`src/pkg/cdh_pkg.sv`:
```
// package for the character display host register and glyph ram block
package cdh_pkg;
   localparam int          DATA_W        = 8;
   localparam int          TEXT_AW       = 7;
   localparam int          GLYPH_AW      = 6;
   localparam int          TEXT_DEPTH    = 128;
   localparam int          GLYPH_DEPTH   = 64;
   // instruction codes of the address-setting group, the direction setting and its bit mask
   localparam logic [7:0]  SET_GLYPH_ADR = 8'h40;
   localparam logic [7:0]  SET_TEXT_ADR  = 8'h80;
   localparam logic [7:0]  SET_DIR       = 8'h04;
   localparam logic [7:0]  DIR_BIT_MASK  = 8'h02;
   // reset values
   localparam logic [7:0]  TEXT_RESET    = 8'h20;
   localparam logic [7:0]  ADDR_RESET    = 8'h00;
   localparam logic        DIR_RESET     = 1'b1;
   // glyph addressing fields
   localparam int          ROW_LSB       = 0;
   localparam int          PAT_LSB       = 3;
   localparam logic [2:0]  CURSOR_ROW    = 3'h7;
   localparam int          DOT_LEFT      = 4;
   // internal operation length in clocks
   localparam int          OP_CYCLES     = 2;
   typedef enum logic [1:0] {
      CDH_IDLE  = 2'b00,
      CDH_WRITE = 2'b01,
      CDH_FETCH = 2'b11
   } cdh_state_t;
endpackage : cdh_pkg

```
`src/hdl/cdh_core.sv`:
```
// host register pair, text and glyph ram, address counter and glyph row lookup
module cdh_core
   import cdh_pkg::*;
(
   input  wire logic                        MCLK_I,
   input  wire logic                        RESETN_I,
   input  wire logic                        REGISTER_SELECT_I,
   input  wire logic                        WR_STROBE_I,
   input  wire logic                        RD_STROBE_I,
   input  wire logic [cdh_pkg::DATA_W-1:0]  DATA_I,
   output logic      [cdh_pkg::DATA_W-1:0]  DATA_O,
   output logic                             DATA_OE_O,
   output logic                             BUSY_INDICATOR_O,
   input  wire logic [cdh_pkg::DATA_W-1:0]  CHAR_CODE_I,
   input  wire logic [2:0]                  ROW_I,
   input  wire logic                        CURSOR_I,
   output logic                             USE_GLYPH_RAM_O,
   output logic      [4:0]                  DOTS_O
);
   import cdh_pkg::*;

   logic [7:0]       instruction_register;
   logic [7:0]       data_staging_register;
   logic [6:0]       address_counter;
   logic             glyph_sel;
   logic             dir_up;
   cdh_state_t       state;
   logic [1:0]       op_cnt;
   logic [7:0]       text_ram  [TEXT_DEPTH];
   logic [7:0]       glyph_ram [GLYPH_DEPTH];
   logic [1:0]       sync_rs, sync_wr, sync_rd;
   logic [7:0]       sync_d1, sync_d2;
   logic             wr_prev, rd_prev;
   logic             wr_ev, rd_ev;
   logic             busy;
   logic [7:0]       ram_q;
   logic [7:0]       pat;

   // pins come from the host's domain: two flops first
   always_ff @(posedge MCLK_I or negedge RESETN_I) begin
      if (!RESETN_I) begin
         sync_rs <= 2'h0;
         sync_wr <= 2'h0;
         sync_rd <= 2'h0;
         sync_d1 <= 8'h00;
         sync_d2 <= 8'h00;
         wr_prev <= 1'b0;
         rd_prev <= 1'b0;
      end else begin
         sync_rs <= {sync_rs[0], REGISTER_SELECT_I};
         sync_wr <= {sync_wr[0], WR_STROBE_I};
         sync_rd <= {sync_rd[0], RD_STROBE_I};
         sync_d1 <= DATA_I;
         sync_d2 <= sync_d1;
         wr_prev <= sync_wr[1];
         rd_prev <= sync_rd[1];
      end
   end

   // falling edge of the strobe ends an access; data is stable by then
   assign wr_ev = wr_prev & ~sync_wr[1];
   assign rd_ev = rd_prev & ~sync_rd[1];
   assign busy  = (state != CDH_IDLE);

   // glyph or text location addressed by the counter
   function automatic logic [7:0] ram_at(input logic g, input logic [6:0] a);
      return g ? glyph_ram[a[5:0]] : text_ram[a];
   endfunction

   assign ram_q = ram_at(glyph_sel, address_counter);

   function automatic logic [6:0] step(input logic up, input logic [6:0] a);
      return up ? 7'(a + 7'h01) : 7'(a - 7'h01);
   endfunction

   // internal operation sequencer
   always_ff @(posedge MCLK_I or negedge RESETN_I) begin
      if (!RESETN_I) begin
         state  <= CDH_IDLE;
         op_cnt <= 2'h0;
      end else begin
         unique case (state)
            CDH_IDLE: begin
               op_cnt <= 2'(OP_CYCLES - 1);
               if (wr_ev && sync_rs[1]) begin
                  state <= CDH_WRITE;
               end else if (wr_ev && (sync_d2[7] || sync_d2[7:6] == 2'b01)) begin
                  state <= CDH_FETCH;
               end else if (rd_ev && sync_rs[1]) begin
                  state <= CDH_FETCH;
               end
            end
            default: begin
               op_cnt <= 2'(op_cnt - 2'h1);
               if (op_cnt == 2'h0) begin
                  state <= CDH_IDLE;
               end
            end
         endcase
      end
   end

   // instruction register and address state; host writes only taken while idle, the counter also steps at the end of a data write
   always_ff @(posedge MCLK_I or negedge RESETN_I) begin
      if (!RESETN_I) begin
         instruction_register <= ADDR_RESET;
         address_counter      <= 7'h00;
         glyph_sel            <= 1'b0;
         dir_up               <= DIR_RESET;
      end else if (state == CDH_IDLE && wr_ev && !sync_rs[1]) begin
         instruction_register <= sync_d2;
         if (sync_d2[7]) begin
            address_counter <= sync_d2[6:0];
            glyph_sel       <= 1'b0;
         end else if (sync_d2[7:6] == 2'b01) begin
            address_counter <= {1'b0, sync_d2[5:0]};
            glyph_sel       <= 1'b1;
         end else if (sync_d2[7:2] == 6'h01) begin
            dir_up <= |(sync_d2 & DIR_BIT_MASK);
         end
      end else if (state == CDH_WRITE && op_cnt == 2'h0) begin
         address_counter <= step(dir_up, address_counter);
      end else if (state == CDH_IDLE && rd_ev && sync_rs[1] && !wr_ev) begin
         // step before the prefetch so the next read sees the next address
         address_counter <= step(dir_up, address_counter);
      end
   end

   // ram writes; reset fills text with spaces and blanks the glyphs
   // costs flops, but no fetch can ever load an unknown byte
   always_ff @(posedge MCLK_I or negedge RESETN_I) begin
      if (!RESETN_I) begin
         for (int j = 0; j < TEXT_DEPTH; j++) begin
            text_ram[j] <= TEXT_RESET;
         end
         for (int j = 0; j < GLYPH_DEPTH; j++) begin
            glyph_ram[j] <= 8'h00;
         end
      end else if (state == CDH_WRITE && op_cnt == 2'h0) begin
         if (glyph_sel) begin
            glyph_ram[address_counter[5:0]] <= data_staging_register;
         end else begin
            text_ram[address_counter] <= data_staging_register;
         end
      end
   end

   // data staging register: host write, then fetch loads
   always_ff @(posedge MCLK_I or negedge RESETN_I) begin
      if (!RESETN_I) begin
         data_staging_register <= 8'h00;
      end else if (state == CDH_IDLE && wr_ev && sync_rs[1]) begin
         data_staging_register <= sync_d2;
      end else if (state == CDH_FETCH && op_cnt == 2'h0) begin
         data_staging_register <= ram_q;
      end
   end

   // read bus: status with select low, staging data with select high
   always_ff @(posedge MCLK_I or negedge RESETN_I) begin
      if (!RESETN_I) begin
         DATA_O    <= 8'h00;
         DATA_OE_O <= 1'b0;
      end else begin
         DATA_OE_O <= sync_rd[1];
         DATA_O    <= sync_rs[1] ? data_staging_register
                                 : {busy, address_counter};
      end
   end

   assign BUSY_INDICATOR_O = busy;

   // glyph lookup for the display scan
   assign USE_GLYPH_RAM_O = (CHAR_CODE_I[7:4] == 4'h0);
   assign pat = glyph_ram[{CHAR_CODE_I[2:0], ROW_I}];
   always_ff @(posedge MCLK_I or negedge RESETN_I) begin
      if (!RESETN_I) begin
         DOTS_O <= 5'h00;
      end else if (ROW_I == CURSOR_ROW) begin
         DOTS_O <= pat[DOT_LEFT:0] | {5{CURSOR_I}};
      end else begin
         DOTS_O <= pat[DOT_LEFT:0];
      end
   end

   // busy stays high for two clocks from its rise, then drops
   property p_busy_len;
      @(posedge MCLK_I) disable iff (!RESETN_I)
         $rose(busy) |-> busy [*2] ##1 !busy;
   endproperty
   a_busy_len: assert property (p_busy_len) else $error("busy length wrong");

   property p_write_ram;
      @(posedge MCLK_I) disable iff (!RESETN_I)
         (state == CDH_IDLE && wr_ev && sync_rs[1]) |=> state == CDH_WRITE;
   endproperty
   a_write_ram: assert property (p_write_ram) else $error("data write not moved");

   property p_fetch_load;
      @(posedge MCLK_I) disable iff (!RESETN_I)
         (state == CDH_FETCH && op_cnt == 2'h0) |=> data_staging_register == $past(ram_q);
   endproperty
   a_fetch_load: assert property (p_fetch_load) else $error("fetch not loaded");

   property p_step;
      @(posedge MCLK_I) disable iff (!RESETN_I)
         (state == CDH_WRITE && op_cnt == 2'h0 && dir_up)
            |=> address_counter == 7'($past(address_counter) + 7'h01);
   endproperty
   a_step: assert property (p_step) else $error("counter not stepped");

   property p_glyph_sel;
      @(posedge MCLK_I) disable iff (!RESETN_I)
         USE_GLYPH_RAM_O == (CHAR_CODE_I < 8'h10);
   endproperty
   a_glyph_sel: assert property (p_glyph_sel) else $error("glyph select wrong");

   property p_cursor_row;
      @(posedge MCLK_I) disable iff (!RESETN_I)
         (ROW_I == CURSOR_ROW && CURSOR_I) |=> DOTS_O == 5'h1f;
   endproperty
   a_cursor_row: assert property (p_cursor_row) else $error("cursor row not lit");

   property p_status;
      @(posedge MCLK_I) disable iff (!RESETN_I)
         !sync_rs[1] |=> DATA_O[7] == $past(busy);
   endproperty
   a_status: assert property (p_status) else $error("status read wrong");

   property p_read_prefetch;
      @(posedge MCLK_I) disable iff (!RESETN_I)
         (state == CDH_IDLE && rd_ev && sync_rs[1] && !wr_ev) |=> state == CDH_FETCH;
   endproperty
   a_read_prefetch: assert property (p_read_prefetch) else $error("no prefetch");

   property p_read_step;
      @(posedge MCLK_I) disable iff (!RESETN_I)
         (state == CDH_IDLE && rd_ev && sync_rs[1] && !wr_ev)
            |=> address_counter == step(dir_up, $past(address_counter));
   endproperty
   a_read_step: assert property (p_read_step) else $error("read did not step");
endmodule : cdh_core // cdh_core

```
`config.mk`:
```
export PLATFORM = sky130hd
export DESIGN_NAME = cdh_core
export DESIGN_NICKNAME = d
export VERILOG_FILES = /design/src/pkg/cdh_pkg.sv /design/src/hdl/cdh_core.sv
export SDC_FILE = /design/constraint.sdc
export NUM_CORES = 2
export LEC_CHECK = 0
export ABC_AREA = 1
export BUFFER_PORTS_ARGS = -buffer_cell sky130_fd_sc_hd__clkbuf_2
export CAP_MARGIN = 40
export CORE_MARGIN = 3
export CORE_UTILIZATION = 65
export CTS_BUF_LIST = sky130_fd_sc_hd__clkbuf_8
export CTS_CLUSTER_SIZE = 10
export DETAILED_ROUTE_END_ITERATION = 8
export GPL_ROUTABILITY_DRIVEN = 0
export PLACE_DENSITY = 0.92
export SLEW_MARGIN = 30
export SYNTH_ARGS = -nofsm -noshare
export SYNTH_HDL_FRONTEND = slang
export SYNTH_SLANG_ARGS = --single-unit
```
`constraint.sdc`:
```
create_clock -name MCLK_I -period 2.43 [get_ports MCLK_I]
set_input_delay 0.486 -clock MCLK_I [delete_from_list [all_inputs] [get_ports MCLK_I]]
set_output_delay 0.486 -clock MCLK_I [all_outputs]
set_load 0.1 [all_outputs]
```
==> out/metrics.cfg, run 1 <==
[floorplanning]
dieHeight_um=352
ios=41
fp.dieW_um=352
rows=126
initial_core_util_pct=65.8

[cts]
cts_buffers=274
cts_max_level=5
cts_sinks=1594
cts-root-buf=clkbuf_8
cts_max_path_buffers=4

[outcome]
status=stopped before the end
tool.error=[ERROR GRT-0232] Routing congestion too high. Check the congestion heatmap in the GUI.
haltStage=global routing

[logic_synthesis]
synthCells=10504
synthFlopType=dfrtp_1
synthArstFlopShare_pct=100
ys_ff_latch=1594
synth_edf_count=0
seq_area_frac_synth_pct=51.4
synth.distinct_cells=38
avgSynthCellArea_sq_um=7.42
synth_warnings=0
synth.net_count=10536
synth_area_sq_um=78000

[global_routing]
overflow=194
groute.usage.overall_pct=64.4
grt_max_degree=116

[placement]
dp_hpwl_mm=167
place_ws_ns=-0.403
io_buffers=39

## cell families after synthesis
family	count (synthesis)	synth area share [%]
buffers and inverters	1656	8.26
flip-flops	1594	51.4
multiplexers	3	0.0385
AND/OR/NAND/NOR	5058	25.8
XOR/XNOR	5	0.0562
adder cells (fa/ha/maj)	7	0.122
AO/OA/AOI/OAI	2181	14.4
## per-layer routing
| layer | track usage [%] | overflow |
|---|---|---|
| met5 | 38.3 | 1 |
| met4 | 59.6 | 82 |
| met3 | 55.0 | 2 |
| met2 | 76.6 | 98 |
| met1 | 64.4 | 11 |
## through the flow
stage	cells	setup TNS (ns)	util, %	instance area, sq um	hold slack [ns]
floorplan	10504	0	-	78000	0.190
global placement	12053	-4.46	71.4	84700	0.332
detailed placement	12053	-14.13	71.4	84700	0.336
CTS	12581	-2.45	77.1	91400	0.000189
## cell usage after synthesis, types with 14 or more instances
master | instances | area (sq um)
inv_1 | 926 | 3480
a21oi_1 | 183 | 916
o21ai_1 | 59 | 295
nand3_1 | 534 | 2670
buf_1 | 35 | 131
or2_2 | 123 | 769
o21ai_0 | 1816 | 9090
buf_2 | 156 | 781
dfstp_2 | 129 | 3390
a22oi_1 | 14 | 105
nand2_1 | 3677 | 13800
nand4_1 | 28 | 175
nor2_1 | 682 | 2560
o211ai_1 | 79 | 593
dfrtp_1 | 1465 | 36700
clkbuf_1 | 523 | 1960
## repair_timing
action | 4_1_cts
gates resized for setup | 216
hold buffers | 16
endpoints found under the hold margin | 958
setup endpoints to repair | 497
setup buffers | 33
gates cloned | 14
pin swaps | 30
==> run 2, diff against run 1 <==
--- a/config.mk
+++ b/config.mk
@@ -9,12 +9,10 @@
 export BUFFER_PORTS_ARGS = -buffer_cell sky130_fd_sc_hd__clkbuf_2
 export CAP_MARGIN = 40
 export CORE_MARGIN = 3
-export CORE_UTILIZATION = 65
-export CTS_BUF_LIST = sky130_fd_sc_hd__clkbuf_8
-export CTS_CLUSTER_SIZE = 10
+export CORE_UTILIZATION = 40
 export DETAILED_ROUTE_END_ITERATION = 8
 export GPL_ROUTABILITY_DRIVEN = 0
-export PLACE_DENSITY = 0.92
+export PLACE_DENSITY_LB_ADDON = 0.15
 export SLEW_MARGIN = 30
 export SYNTH_ARGS = -nofsm -noshare
 export SYNTH_HDL_FRONTEND = slang
==> run 2 against run 1 <==
Against the previous run:
- the flow now finishes, with violations (negative setup slack)
- area after synthesis is the same
- synthesized cell count is the same
==> out/metrics.cfg, run 2 <==
[outcome]
status=complete, but fails checks
failed_checks=negative setup slack

[power_and_ir_drop]
pwr-share-comb_pct=40.4
power_frac_seq_pct=29.6
p_sw_uw=38300
p_per_area_nw_per_um2=979
intPower_uw=57600
p_sw_share_pct=40.0
pwr-share-clk_pct=29.9
peakVddDrop_mv=0.762
p_leak_uw=0.0446

[global_routing]
groute.usage.overall_pct=27.9
grt_max_degree=112
antenna_found_initial=7
overflow=0
grt_pass1_wl_mm=427
grt_pass1_vias=67372

[detailed_routing]
wl_met2_mm=129
drc=0
vias_per_cell=5.31
highest_layer=met5
dr_wl_met3_mm=20.2
wl_met1_mm=126
initialDrtViolationCount=7781
routed_wl_mm=286
wl_per_cell_um=21.1
ant_nets=0
vias=71826
first_pass_iters=7

[timing]
maxSlewHeadroom_pct=51.1
setup_tns_ns=-34.58
slew_viol_final=0
period_needed_ns=2.73
worst_slew_pin_slew_ns=0.724
fin_skew_ns=0.0338
rsz0062_at_grt=true
setup_viol=499
setup_ws_ns=-0.300
max_freq_mhz=366
fin_crit_sh_pct=112
hold_viol_final=0

[finish]
largest_reg_flops=1024
final_area_sq_um=98000
regMostFlops=text_ram
final_util_pct=50.7
drive_above_1_share_pct=16.4
largestRegisters=text_ram (1024), glyph_ram (512)
layout.nets=10862
final_common_cell=nand2_1
area_delta_synth_final_pct=25.7
final_cell_mix=3,486 x nand2_1, 1,646 x o21ai_0, 1,461 x dfrtp_1, 913 x inv_1, 568 x nor2_1
stdcell_count=13514
fill_cells=18359

[floorplanning]
rows=161
fp.coreArea_sq_um=193000
initial_core_util_pct=40.4
ios=41
fp.dieW_um=447
die_area_sq_um=200000
dieHeight_um=447

[setup_path]
path_max_fanout=12
slowest_delay_ns=0.50
required_ns=3.15
critPathArrivalTime_ns=3.45
cp_cell_sequence=buf_12 > buf_12 > buf_16 > buf_8 > buf_16 > nand2_2 > a21oi_1 > or2_2 > nand2_1 > nand2_1 > nand2_2 > nand4_1 > nand3_2 > nand3_2 > nand2_1 > nand2_1
path_common_cell=nand2_1
critPathLaunchType=flop
slowest_stage=dfrtp_4
end_kind=flop
criticalPathCategory=reg -> reg

[job]
drv_cap=0

[logic_synthesis]
synthArstFlopShare_pct=100
ys_ff_latch=1594
synth_edf_count=0
synth_top_area_share_pct=47.0
synth.most_common_cell=nand2_1
synth_warnings=0
synth_area_sq_um=78000
yosys-top-cells-area=dfrtp_1 47%, nand2_1 18%, o21ai_0 12%
yosys-top-cells-count=3,677 x nand2_1, 1,816 x o21ai_0, 1,465 x dfrtp_1
seq_area_frac_synth_pct=51.4
synth.distinct_cells=38
synthCells=10504
synth_top_area_cell=dfrtp_1
synthFlopType=dfrtp_1
synth.net_count=10536
avgSynthCellArea_sq_um=7.42

[hold_path]
worstHoldPathType=in -> reg

[placement]
dp_hpwl_mm=184
io_buffers=39
placed_cells=13064
place_area_sq_um=87300

[cts]
cts_max_path_buffers=3
clk_pin_slew_worst_paths_ns=0.06
clock_latency_ns=0.84
cts_buffers=181
tritoncts=done
cts-root-buf=clkbuf_16
cts_max_level=4
cts_sinks=1594

==> run 2: cell counts after synthesis <==
Identical to the previous run, type by type.
==> run 2: path summary, 6_finish.rpt <==
| kind | start | endpoint | slack, ns | cells after the start |
|---|---|---|---|---|
| worst max-delay path | address_counter[0] | data_staging_register[3] | -0.30 | 16 |
| worst min-delay path | CURSOR_I | DOTS_O[3] | 0.1 | 3 |
| worst max register to register | address_counter[0] | data_staging_register[3] | -0.30 | 16 |
| worst min register to register | sync_rs[0] | sync_rs[1] | 0.35 | 0 |
| max in group asynchronous | RESETN_I | address_counter[1] | 1.16 | 4 |
| min in group asynchronous | RESETN_I | text_ram[982] | 0.14 | 2 |
==> run 2: cells by family (layout without fill, tap and decap cells) <==
family,Yosys count,after routing,share of synthesized area [%]
fa+ha+maj,7,7,0.122
flops,1594,1594,51.4
xor+xnor,5,5,0.0562
mux,3,3,0.0385
buf+inv,1656,2136,8.26
simple gates,5058,5060,25.8
compound gates,2181,2181,14.4
other cells,0,2,0
==> run 2: per-layer routing <==
metal / vias to the layer above / global-route usage (%)
met5: - / 0
met2: 2562 / 43.9
met3: 500 / 4.06
met1: 34903 / 39.6
li1: 33859 / -
met4: 2 / 9.15
==> run 2: layout make-up <==
class | count | area (sq um) | area share, %
repair inverters | 1 | 11.3 | 0.0115
repair buffers | 861 | 11500 | 11.7
flip-flops and latches | 1594 | 40100 | 40.9
clock inverters | 62 | 936 | 0.955
multi-input cells | 7256 | 33400 | 34.1
well taps | 2526 | 3160 | 3.23
diodes | 2 | 5.00 | 0.00511
inverters | 935 | 3620 | 3.69
clock buffers | 277 | 5300 | 5.41
==> run 2: power by group through the flow <==
stage	Clock (uW)	Combinational (uW)	Sequential, uW
detailed placement	0	33500	28900
floorplan	0	16900	28900
global route	30400	41300	28500
finish	28700	38800	28400
CTS	29200	36300	28400
global placement	0	33500	28900
==> run 2: repair_timing <==
| action | CTS | global route |
|---|---|---|
| endpoints found under the hold margin | 372 | 0 |
| pin swaps | 37 | 103 |
| hold buffers | 13 | 0 |
| gates cloned | 27 | 28 |
| endpoints found under the setup margin | 818 | 1029 |
| gates resized for setup | 301 | 558 |
| setup buffers | 27 | 21 |
==> run 2: through the flow <==
step / setup WS (ns) / total power, uW / hold WS (ns)
after global placement: -0.618 / 62400 / 0.332
final: -0.300 / 96000 / 0.0997
after global routing: -0.327 / 100000 / 0.0684
after detailed placement: -0.654 / 62400 / 0.335
after floorplan: 0.137 / 45800 / 0.190
after CTS: -0.224 / 93900 / 0.0426
==> run 2: critical path, delay by kind of cell (launching register included) <==
family,cells,cell delay (ns)
and+or+nand+nor,10,1.26
buffers and inverters,5,0.74
DFF,1,0.50
AOI/OAI and AO/OA,1,0.06
Note: power is estimated with default switching activity, not from simulation.
